`config.mk`:
```
export PLATFORM = sky130hd
export DESIGN_NAME = enc_node_ind
export DESIGN_NICKNAME = d
export VERILOG_FILES = /design/src/pkg/enc_pkg.sv /design/src/hw/enc_node_ind.sv
export SDC_FILE = /design/constraint.sdc
export NUM_CORES = 1
export LEC_CHECK = 0
export ABC_AREA = 0
export BUFFER_PORTS_ARGS = -buffer_cell sky130_fd_sc_hd__buf_2
export CORE_ASPECT_RATIO = 0.6
export CORE_MARGIN = 1.5
export CORE_UTILIZATION = 45
export DETAILED_ROUTE_END_ITERATION = 10
export PLACE_DENSITY = 0.7
export RECOVER_POWER = 25
export SYNTH_ARGS = -nofsm -noshare
export SYNTH_HDL_FRONTEND = slang
export SYNTH_SLANG_ARGS = --single-unit
```
`constraint.sdc`:
```
create_clock -name mclk -period 9.4 [get_ports mclk]
set_input_delay 1.41 -clock mclk [delete_from_list [all_inputs] [get_ports mclk]]
set_output_delay 1.41 -clock mclk [all_outputs]
set_load 0.01 [all_outputs]
```
`src/pkg/enc_pkg.sv`:
```
// enc_pkg: constants and types for the encoder node config and indicators
// assumes a 100 MHz node clock and an axi4-lite register port
package enc_pkg;
	// register byte offsets
	localparam logic [7:0] OFF_CTRL = 8'h00;
	localparam logic [7:0] OFF_TERM = 8'h04;
	localparam logic [7:0] OFF_SCFG = 8'h08;
	localparam logic [7:0] OFF_ERR  = 8'h0C;
	localparam logic [7:0] OFF_STAT = 8'h10;
	// field positions
	localparam int CTRL_DL   = 2;
	localparam int CTRL_ABR  = 3;
	localparam int CTRL_LSS  = 4;
	localparam int SCFG_RATE = 8;
	localparam int ERR_LIVE  = 8;
	// reset values and terminator on value
	localparam logic [7:0] TERM_RST    = 8'h00;
	localparam logic [7:0] TERM_ON_VAL = 8'h01;
	localparam logic [6:0] SCFG_NODE_RST = 7'h1F;
	localparam logic [3:0] SCFG_RATE_RST = 4'h3;
	localparam logic [6:0] NODE_RST    = 7'h20;
	// switch limits and codes
	localparam logic [3:0] TENS_MAX  = 4'h8;
	localparam logic [3:0] UNITS_MAX = 4'h9;
	localparam logic [3:0] RATE_RSV  = 4'h8;
	localparam logic [3:0] RATE_SOFT = 4'h9;
	localparam logic [6:0] NODE_ADD  = 7'h01;
	// indicator timing and bus response codes
	localparam int CLK_KHZ   = 100_000;
	localparam int T_TICK_MS = 50;
	localparam int T_SLOT_MS = 200;
	localparam int TICK_CYC  = T_TICK_MS * CLK_KHZ;
	localparam logic [1:0] SLOT_TICKS = 2'(T_SLOT_MS / T_TICK_MS - 1);
	localparam logic [3:0] PAUSE_SLOTS = 4'h5;
	localparam logic [1:0] RESP_OK  = 2'h0;
	localparam logic [1:0] RESP_ERR = 2'h2;

	typedef enum logic [1:0] {
		NMT_INIT = 2'h0,
		NMT_PREOP = 2'h1,
		NMT_OPER = 2'h2,
		NMT_STOP = 2'h3
	} enc_nmt_t;

	typedef enum logic [2:0] {
		PAT_OFF, PAT_ON, PAT_FLICK, PAT_BLINK,
		PAT_F1, PAT_F2, PAT_F3, PAT_F4
	} enc_pat_t;

	typedef struct packed {
		logic        awvalid;
		logic [7:0]  awaddr;
		logic        wvalid;
		logic [31:0] wdata;
		logic [3:0]  wstrb;
		logic        bready;
		logic        arvalid;
		logic [7:0]  araddr;
		logic        rready;
	} enc_axi_req_t;

	typedef struct packed {
		logic        awready;
		logic        wready;
		logic        bvalid;
		logic [1:0]  bresp;
		logic        arready;
		logic        rvalid;
		logic [31:0] rdata;
		logic [1:0]  rresp;
	} enc_axi_rsp_t;
endpackage

```
`src/hw/enc_node_ind.sv`:
```
// enc_node_ind: switch decode, indicator drive and terminator control
// assumes rotary switches on async pins and can status from same-clock logic
//
// What this block does
// [RULE1] node address from tens and units switches
// [RULE2] addresses 0 to 89 are valid
// [RULE3] addresses 90 to 99 are reserved
// [RULE4] node number is switch address plus one
// [RULE5] rate codes 0-7 map rates, 8 reserved
// [RULE6] rate code 9 takes config from software
// [RULE7] detection or lss flickers both indicators
// [RULE8] run blinks in pre-operational
// [RULE9] run single flash in stopped
// [RULE10] run triple flash during download
// [RULE11] run steady on in operational
// [RULE12] error dark with no error
// [RULE13] error single flash at warning level
// [RULE14] error double flash on guard/heartbeat event
// [RULE15] error triple flash on sync timeout
// [RULE16] error quadruple flash on pdo timeout
// [RULE17] error steady on while bus off
// [RULE18] writing 01 enables the terminator
// [RULE19] terminator only active while powered
// [RULE20] flicker 10 hz, blink 2.5 hz, flashes
// [RULE21] error blinks on configuration error
`timescale 1ns/1ps
`default_nettype none
module enc_node_ind
	import enc_pkg::*;
#(
	parameter int TICK_CYC_P = TICK_CYC
) (
	input  wire logic         mclk,        // node clock
	input  wire logic         rst,         // sync reset
	input  wire enc_axi_req_t axi_req,     // register bus in
	output enc_axi_rsp_t      axi_rsp,     // register bus out
	input  wire logic [3:0]   tens_digit_switch,        // async pin
	input  wire logic [3:0]   units_digit_switch,       // async pin
	input  wire logic [3:0]   bit_rate_selector_switch, // async pin
	input  wire logic         can_warn,    // error counter at warning
	input  wire logic         can_bus_off, // controller bus off
	input  wire logic         guard_evt,   // guard/heartbeat pulse
	input  wire logic         sync_to_evt, // sync timeout pulse
	input  wire logic         pdo_to_evt,  // pdo timer pulse
	output logic [6:0]        node_id,     // effective node number
	output logic [2:0]        rate_code,   // selected bit rate
	output logic              soft_cfg,    // software config mode
	output logic              term_on,     // terminator switch
	output logic              run_led,     // green indicator
	output logic              err_led      // red indicator
);
	logic [11:0] sw_m, sw_s;
	logic [7:0]  ctrl, term;
	logic [11:0] scfg;
	logic [2:0]  err_flag;
	logic [31:0] wdat;
	logic [7:0]  waddr;
	logic [3:0]  wstb;
	logic [22:0] tick_cnt;
	logic [1:0]  sub;
	logic        flick;
	logic        cfg_err;
	logic [3:0]  step [2];
	enc_pat_t    pat_q [2];
	logic [1:0]  led_q;

	// two-stage synchroniser for the switch pins
	always_ff @(posedge mclk) begin
		sw_m <= {tens_digit_switch, units_digit_switch, bit_rate_selector_switch};
		sw_s <= sw_m;
	end

	// switch decode
	wire [3:0] s_tens  = sw_s[11:8];
	wire [3:0] s_units = sw_s[7:4];
	wire [3:0] s_rate  = sw_s[3:0];
	wire [6:0] sw_addr = {s_tens, 3'b000} + {2'b00, s_tens, 1'b0} + {3'b000, s_units}; // RULE1
	wire addr_ok = (s_tens <= TENS_MAX) && (s_units <= UNITS_MAX); // RULE2 RULE3
	wire is_soft = (s_rate == RATE_SOFT); // RULE6
	wire rate_ok = (s_rate < RATE_RSV); // RULE5
	wire [3:0] sr = scfg[SCFG_RATE +: 4];
	wire soft_ok = (sr < RATE_RSV) && (scfg[6:0] != 7'h7F);
	wire src_ok = is_soft ? soft_ok : (addr_ok && rate_ok);
	wire [6:0] next_node = is_soft ? scfg[6:0] + NODE_ADD : sw_addr + NODE_ADD; // RULE4
	wire [2:0] next_rate = is_soft ? sr[2:0] : s_rate[2:0]; // RULE5

	// take a new node and rate only from a valid source
	always_ff @(posedge mclk) begin
		if (rst) begin
			node_id   <= NODE_RST;
			rate_code <= SCFG_RATE_RST[2:0];
			soft_cfg  <= 1'b0;
			cfg_err   <= 1'b0;
		end else begin
			soft_cfg <= is_soft;
			cfg_err  <= !src_ok; // RULE21
			if (src_ok) begin
				node_id   <= next_node;
				rate_code <= next_rate;
			end
		end
	end

	// bus write decode
	wire wr_do   = !axi_rsp.awready && !axi_rsp.wready && !axi_rsp.bvalid;
	wire w_ctrl  = wr_do && waddr == OFF_CTRL && wstb[0];
	wire w_term  = wr_do && waddr == OFF_TERM && wstb[0];
	wire w_err   = wr_do && waddr == OFF_ERR && wstb[0];
	wire w_scfg0 = wr_do && waddr == OFF_SCFG && wstb[0];
	wire w_scfg1 = wr_do && waddr == OFF_SCFG && wstb[1];
	wire w_map   = waddr == OFF_CTRL || waddr == OFF_TERM || waddr == OFF_SCFG
		|| waddr == OFF_ERR || waddr == OFF_STAT;
	wire ar_fire = axi_req.arvalid && axi_rsp.arready;

	// write address and data capture, in either order
	always_ff @(posedge mclk) begin
		if (rst) begin
			axi_rsp.awready <= 1'b1;
			axi_rsp.wready  <= 1'b1;
			axi_rsp.bvalid  <= 1'b0;
			axi_rsp.bresp   <= RESP_OK;
			waddr <= 8'h00;
			wdat  <= 32'h0000_0000;
			wstb  <= 4'h0;
		end else begin
			if (axi_req.awvalid && axi_rsp.awready) begin
				axi_rsp.awready <= 1'b0;
				waddr <= {axi_req.awaddr[7:2], 2'b00};
			end
			if (axi_req.wvalid && axi_rsp.wready) begin
				axi_rsp.wready <= 1'b0;
				wdat <= axi_req.wdata;
				wstb <= axi_req.wstrb;
			end
			if (wr_do) begin
				axi_rsp.bvalid <= 1'b1;
				axi_rsp.bresp  <= w_map ? RESP_OK : RESP_ERR;
			end
			if (axi_rsp.bvalid && axi_req.bready) begin
				axi_rsp.bvalid  <= 1'b0;
				axi_rsp.awready <= 1'b1;
				axi_rsp.wready  <= 1'b1;
			end
		end
	end

	// control register: nmt state and activity flags
	always_ff @(posedge mclk) begin
		if (rst) ctrl <= 8'h00;
		else if (w_ctrl) ctrl <= {3'b000, wdat[4:0]};
	end

	// terminator object, cleared at power-up
	always_ff @(posedge mclk) begin
		if (rst) begin
			term    <= TERM_RST; // RULE19
			term_on <= 1'b0;
		end else begin
			if (w_term) term <= wdat[7:0];
			term_on <= (term == TERM_ON_VAL); // RULE18
		end
	end

	// software node and rate object
	always_ff @(posedge mclk) begin
		if (rst) scfg <= {SCFG_RATE_RST, 1'b0, SCFG_NODE_RST};
		else begin
			if (w_scfg0) scfg[6:0] <= wdat[6:0];
			if (w_scfg1) scfg[11:8] <= wdat[11:8];
		end
	end

	// sticky error events, a new event wins over the clear
	wire [2:0] err_set = {pdo_to_evt, sync_to_evt, guard_evt};
	wire [2:0] err_clr = w_err ? wdat[2:0] : 3'b000;
	always_ff @(posedge mclk) begin
		if (rst) err_flag <= 3'b000;
		else err_flag <= (err_flag & ~err_clr) | err_set; // RULE14 RULE15 RULE16
	end

	// read data select
	logic [31:0] rd_mux;
	assign rd_mux =
		(axi_req.araddr[7:2] == OFF_CTRL[7:2]) ? {24'h0, ctrl} :
		(axi_req.araddr[7:2] == OFF_TERM[7:2]) ? {24'h0, term} :
		(axi_req.araddr[7:2] == OFF_SCFG[7:2]) ? {20'h0, scfg} :
		(axi_req.araddr[7:2] == OFF_ERR[7:2])  ?
			{22'h0, can_bus_off, can_warn, 5'h00, err_flag} :
		(axi_req.araddr[7:2] == OFF_STAT[7:2]) ?
			{13'h0, term_on, err_led, run_led, 2'b00, cfg_err, soft_cfg,
			1'b0, rate_code, 1'b0, node_id} :
		32'h0000_0000;
	wire r_map = axi_req.araddr[7:2] <= OFF_STAT[7:2];

	// read channel, one outstanding
	always_ff @(posedge mclk) begin
		if (rst) begin
			axi_rsp.arready <= 1'b1;
			axi_rsp.rvalid  <= 1'b0;
			axi_rsp.rdata   <= 32'h0000_0000;
			axi_rsp.rresp   <= RESP_OK;
		end else if (ar_fire) begin
			axi_rsp.arready <= 1'b0;
			axi_rsp.rvalid  <= 1'b1;
			axi_rsp.rdata   <= rd_mux;
			axi_rsp.rresp   <= r_map ? RESP_OK : RESP_ERR;
		end else if (axi_rsp.rvalid && axi_req.rready) begin
			axi_rsp.rvalid  <= 1'b0;
			axi_rsp.arready <= 1'b1;
		end
	end

	// 50 ms tick, 200 ms slot, flicker phase
	wire tick = (tick_cnt == 23'(TICK_CYC_P - 1));
	wire slot = tick && (sub == SLOT_TICKS);
	always_ff @(posedge mclk) begin
		if (rst) begin
			tick_cnt <= 23'h0;
			sub      <= 2'h0;
			flick    <= 1'b0;
		end else begin
			tick_cnt <= tick ? 23'h0 : tick_cnt + 23'h1;
			if (tick) begin
				sub   <= sub + 2'h1;
				flick <= !flick; // RULE20
			end
		end
	end

	// pattern choice for each indicator
	wire busy = ctrl[CTRL_ABR] || ctrl[CTRL_LSS];
	enc_pat_t pat_run, pat_err;
	wire enc_nmt_t nmt = enc_nmt_t'(ctrl[1:0]);
	assign pat_run = busy ? PAT_FLICK : // RULE7
		ctrl[CTRL_DL] ? PAT_F3 : // RULE10
		(nmt == NMT_OPER) ? PAT_ON : // RULE11
		(nmt == NMT_STOP) ? PAT_F1 : // RULE9
		(nmt == NMT_PREOP) ? PAT_BLINK : PAT_OFF; // RULE8
	assign pat_err = busy ? PAT_FLICK : // RULE7
		can_bus_off ? PAT_ON : // RULE17
		err_flag[2] ? PAT_F4 : // RULE16
		err_flag[1] ? PAT_F3 : // RULE15
		err_flag[0] ? PAT_F2 : // RULE14
		can_warn ? PAT_F1 : // RULE13
		cfg_err ? PAT_BLINK : PAT_OFF; // RULE21 RULE12

	// slots in one period of a pattern
	function automatic logic [3:0] pat_len(input enc_pat_t p);
		logic [3:0] n;
		n = {1'b0, 3'(p) - 3'(PAT_F1)} + 4'h1;
		pat_len = (p == PAT_BLINK) ? 4'h2 : {n[2:0], 1'b0} - 4'h1 + PAT_SLOTS();
	endfunction
	function automatic logic [3:0] PAT_SLOTS();
		PAT_SLOTS = PAUSE_SLOTS;
	endfunction

	// indicator level for pattern and slot
	function automatic logic pat_lit(input enc_pat_t p, input logic [3:0] s, input logic f);
		logic [3:0] n;
		n = {1'b0, 3'(p) - 3'(PAT_F1)} + 4'h1;
		unique case (p)
			PAT_OFF:   pat_lit = 1'b0;
			PAT_ON:    pat_lit = 1'b1;
			PAT_FLICK: pat_lit = f;
			PAT_BLINK: pat_lit = (s == 4'h0);
			default:   pat_lit = !s[0] && (s < {n[2:0], 1'b0}); // RULE20
		endcase
	endfunction

	// one sequencer per indicator, restarts on a pattern change
	genvar gi;
	generate
		for (gi = 0; gi < 2; gi++) begin : g_led
			wire enc_pat_t p = (gi == 0) ? pat_run : pat_err;
			wire [3:0] next_step = (step[gi] + 4'h1 == pat_len(p)) ? 4'h0 : step[gi] + 4'h1;
			always_ff @(posedge mclk) begin
				if (rst) begin
					step[gi]  <= 4'h0;
					pat_q[gi] <= PAT_OFF;
					led_q[gi] <= 1'b0;
				end else begin
					pat_q[gi] <= p;
					if (p != pat_q[gi]) step[gi] <= 4'h0;
					else if (slot) step[gi] <= next_step;
					led_q[gi] <= pat_lit(p, step[gi], flick);
				end
			end
		end
	endgenerate
	assign run_led = led_q[0];
	assign err_led = led_q[1];
endmodule
`default_nettype wire

```
## Word-level counts from Yosys, hierarchy flattened

Memories as Yosys holds them, arrays and structs flattened.
Cells that the tools add are included.

- Bits in latches: 0
- RAM bits: 14
- Word-level logic and storage cells: 184
- Bits in read-only memories: 0
- Bits of input ports: 76
- Memories: 2
- Bits in registers: 153
- Output and inout port bits: 55

- Multiply operators: 0
- Magnitude comparators: 7
- Shift-type cells: 0
- $add $sub $neg: 16
- Equal/unequal tests: 26
- Reduce and logical (&&, ||, !) cells: 43
- Div/mod/pow operators: 0
- Muxes and demuxes: 53
- Bitwise logic cells: 9

Memories:

| memory | words | bits a word | rd ports | clocked after memory_dff | write ports | line | RTL |
|---|---|---|---|---|---|---|---|
| step | 2 | 4 | 2 | 0 | 2 | enc_node_ind.sv:63 | `logic [3:0] step [2];` |
| pat_q | 2 | 3 | 2 | 0 | 2 | enc_node_ind.sv:64 | `enc_pat_t pat_q [2];` |

Operators with widths:

| operator | count |
|---|---|
| $mux 19 | 5 |
| $mux 3 | 14 |
| $mux 4 | 8 |
| $eq 6x2->1 const B | 4 |
| $add 23x1->23 const B | 1 |
| $eq 23x23->1 const B | 1 |
| $logic_and 1x1->1 | 22 |
| $mux 1 | 17 |
| $add 7x1->7 const B | 2 |
| $eq 3x2->1 const B | 4 |
| $eq 6x1->1 const B | 2 |
| $eq 6x3->1 const B | 2 |
| $mux 2 | 6 |
| $add 4x1->4 const B | 2 |
| $add 4x3->4 const B | 2 |
| $eq 4x4->1 | 2 |
| $eq 8x1->1 const B | 1 |
| $le 4x4->1 const B | 2 |
| $logic_not 4->1 | 2 |
| $logic_not 8->1 | 1 |
| $lt 4x4->1 | 2 |
| $lt 4x4->1 const B | 2 |
| $pmux 1 s4 | 2 |
| $sub 4x1->4 const B | 2 |
| 23 further kinds | 46 |

## Longest topological paths before layout

- Depth in word-level cells: 15
- Mapped depth: 12
- Mapped depth without buffers: 11

## Least setup slack after synthesis

No wires, ideal clock.

- Path type: input -> register
- Start point: in can_warn
- End point: mem step[1][1] (data pin)
- Required time: 9.240 ns
- Buffers on the path: 0
- Setup time: 0.160 ns
- Cell stages on the path: 10
- Arrival time: 3.591 ns
- Slack: 5.649 ns
- Path through: or3b_2 > a31o_2 > inv_1 > ha_1 > ha_1 > nor2_1 > and3_1 > mux2_2 > o311a_1 > nor3b_1

RTL lines:

| item | line | RTL |
|---|---|---|
| start: declaration | enc_node_ind.sv:40 | `input wire logic can_warn,` |
| end: declaration | enc_node_ind.sv:63 |  |

==> metrics.md <==
| Metric | Value |
|---|---|
| Status | finished with violations |
| Failing checks | max-capacitance violations, max-slew violations |
| Die area | roughly 16000 um^2 |
| Crit path max-delay cell type | clkbuf_1 |
| Capture point of the worst reg-to-reg path | step[0][1]$_SDFFCE_PP0P_ |
| # nets final | between 900 and 1000 |
| Design Area, Final | slightly below 8000 um^2 |
| DRC Markers | 0 |
| 1st-iter DRT viols | 486 |
| Hold-fix buffers, CTS | 0 |
| Final GP Congestion | around 0.82 |
| Largest net degree at the start of global routing | between 100 and 150 |
| Vias | between 5000 and 6000 |
| Per-cell routed wire length | 15.6 um |
| Period utilization | 0.557 |
| Grt total ovfl | 0 |
| Post-DP Area | between 7000 and 8000 um^2 |
| Final setup violation count | 0 |
| #FFs+latches synth | 150 |
| CTS Root Cell | clkbuf_16 |
| Area delta synth->final | 16.4% |
| Slew headroom | -1.83 |
| Max Fclk | 0.191 GHz |
| Max-cap viol count | 1 |
| Startpoint types | primary input |
| Setup Buffers After CTS | 0 |
| Hold path startpoint | sw_m[3]$_DFF_P_ |
| Final Slew Violations | roughly 100 |
| ANT cells | 0 |
| TritonRoute pass-1 iters | 5 |
| Die width | 162 um |
| Worst Hold Path EP | sw_s[3]$_DFF_P_ |
| Number of cells on the worst hold path | 0 |
| Worst reg2reg path depth | 10 |
| Synthesized area | just under 7000 um^2 |
| Number of global-route vias before repair | between 5000 and 6000 |
| Crit Path Category | in2reg |
| LEAKAGE | roughly 3.3 nW |
| Power per Cell Area | ~190 nW/um^2 |
| Register area share after synthesis | 0.452 |
| Final hold viol count | 0 |
| Initial core utilization | 0.466 |
| Synth cell types | a little over 70 |
| Least-Margin Pin Slew | roughly 4200 ps |
| Syn Inst Count | 757 |
| DPL Wire Length | 11.8 mm |
| R2r setup slk | 5940 ps |
| Critical path arrival | between 5000 and 6000 ps |
| CP Capture Type | flip-flop |
| WL final | ~16 mm |
| Worst vdd ir | 0.161 mV |
| Worst r2r src | ctrl[1]$_SDFFE_PP0P_ |
| Clock Latency Late Sink | 420 ps |
| Post-Route Skew | between 9 and 10 ps |
| DRT antenna net count | 0 |
| CTS max path bufs | 2 |
| Worst min-delay path category | reg2reg |
| Most frequent cells in the layout | dfxtp_1 (142), nor2_1 (98), buf_2 (86) |
| CTS Sinks | 150 |
| Asr flop ratio synth | 0 |
| Initial antenna violation count | 1 |
| Fill cells | between 1000 and 1500 |
| Layout cells sized above 1 | 0.160 |
| Crit Path Max Fanout | 100 |
| CP max stage delay | roughly 2900 ps |
| Drt via density | about 5.3 |
| CTS H-tree lvls | 4 |
| Post-synth EDFFs | 8 |
| Synth Warn # | 0 |
| Post-synth top flop | dfxtp_1 |
| First-pass GRT wire length | approximately 26 mm |
| RSZ-0062 raised after global routing | false |
| I/O Buffers | 87 |
| Fin crit period | 5230 ps |
| Cts bufs inserted | 17 |
| Final setup TNS | 0 ps |
| WP data required | 9510 ps |
| Critical Path, Cell by Cell | clkbuf_1 -> nor2b_1 -> mux2i_1 -> or3b_2 -> or2b_1 |
| Syn avg cell area | ~9.0 um^2 |
| # rows | 34 |
| Clock transition at path regs | around 70 ps |
| I/O pin count | roughly 130 |
| CTS tree | done |
| CORE AREA | ~15000 um^2 |
| Resized cells post-CTS | 0 |
| Commonest non-fill, non-tap cell in the layout | dfxtp_1 |
| Die Y-Extent | a little under 100 um |
| Total GRT Usage | 0.211 |
==> worst max-delay path by stage <==
stage / startpoint / cells past startpoint / slack, ps / endpoint
5_1_grt: rst / 5 / 3800 / step[1][0]$_SDFFCE_PP0P_
6_report: rst / 5 / 4170 / step[1][1]$_SDFFCE_PP0P_
4_1_cts: can_bus_off / 11 / 5660 / step[1][1]$_SDFFCE_PP0P_
3_5_place_dp: can_bus_off / 11 / 5230 / step[1][1]$_SDFFCE_PP0P_
2_1_floorplan: can_warn / 10 / 5650 / step[1][1]$_SDFFCE_PP0P_
3_3_place_gp: can_bus_off / 11 / 5310 / step[1][1]$_SDFFCE_PP0P_
==> Yosys cell counts (12+ instances only) <==
cell type	n	share of area
a21oi_1	51	0.037
clkbuf_1	26	0.014
xor2_1	24	0.031
a211oi_1	12	0.013
xnor2_1	15	0.019
nand2_1	69	0.038
nor2_1	98	0.054
ha_1	31	0.057
mux2i_1	28	0.041
nor2b_1	14	0.013
nand4_1	18	0.016
inv_1	29	0.016
buf_4	17	0.019
nor3_1	20	0.015
nand3_1	26	0.019
dfxtp_1	142	0.42
==> per-stage QoR <==
step                setup slack [ps]   util  cells  total power, mW  hold WS, ps
floorplan                       5650      -    773            0.791          310
global placement                5310  0.501   1010            0.830          310
detailed placement              5230  0.501   1010            0.833          312
CTS                             5660  0.543   1042             1.51          329
global route                    3800  0.543   1042             1.56          334
finish                          4170  0.543   1042             1.50          329
==> cell families after synthesis <==
logic type,after synthesis,share of synthesized area
mux,29,0.0427
xor+xnor,39,0.0500
other cells,1,0.000549
fa+ha+maj,33,0.0627
buf+inv,79,0.0535
compound gates,128,0.124
flops,150,0.452
simple gates,298,0.215
==> final cells by class <==
class / instances / area (um^2) / share of cell area
Multi-Input combinational cell: 544 / 3440 / 0.434
Sequential cell: 150 / 3080 / 0.388
Timing Repair Buffer: 89 / 449 / 0.0565
Clock buffer: 17 / 425 / 0.0536
Tap cell: 198 / 248 / 0.0312
Clock inverter: 15 / 185 / 0.0233
Inverter: 29 / 109 / 0.0137
==> report_power, final <==
group	switching [mW]	internal (mW)
Sequential	0.0230	0.666
Clock	0.316	0.360
Combinational	0.0791	0.0541
Total	0.418	1.08
==> state kept, by name, summed over array words and instances (netlist names), 2 cells and up <==
signal	cells
axi_rsp	24
tick_cnt	23
sw_m	12
sw_s	12
wdat	12
scfg	11
step	8
term	8
node_id	7
pat_q	6
waddr	6
ctrl	5
err_flag	3
rate_code	3
sub	2
wstb	2
==> worst max-delay path, delay by kind of cell <==
| kind | cells | cell delay [ps] |
|---|---|---|
| buffers and inverters | 1 | 2920 |
| muxes | 1 | 450 |
| and+or+nand+nor | 3 | 520 |
==> per-layer routing <==
metal | share of wire | GRT usage | up-vias
li1 | - | - | 2774
met1 | 0.54 | 0.342 | 2566
met2 | 0.37 | 0.274 | 202
met3 | 0.079 | 0.0442 | 16
met4 | 0.0094 | 0.0565 | 2
met5 | 0.00074 | 0 | -
Power figures use the tool's default switching activity.
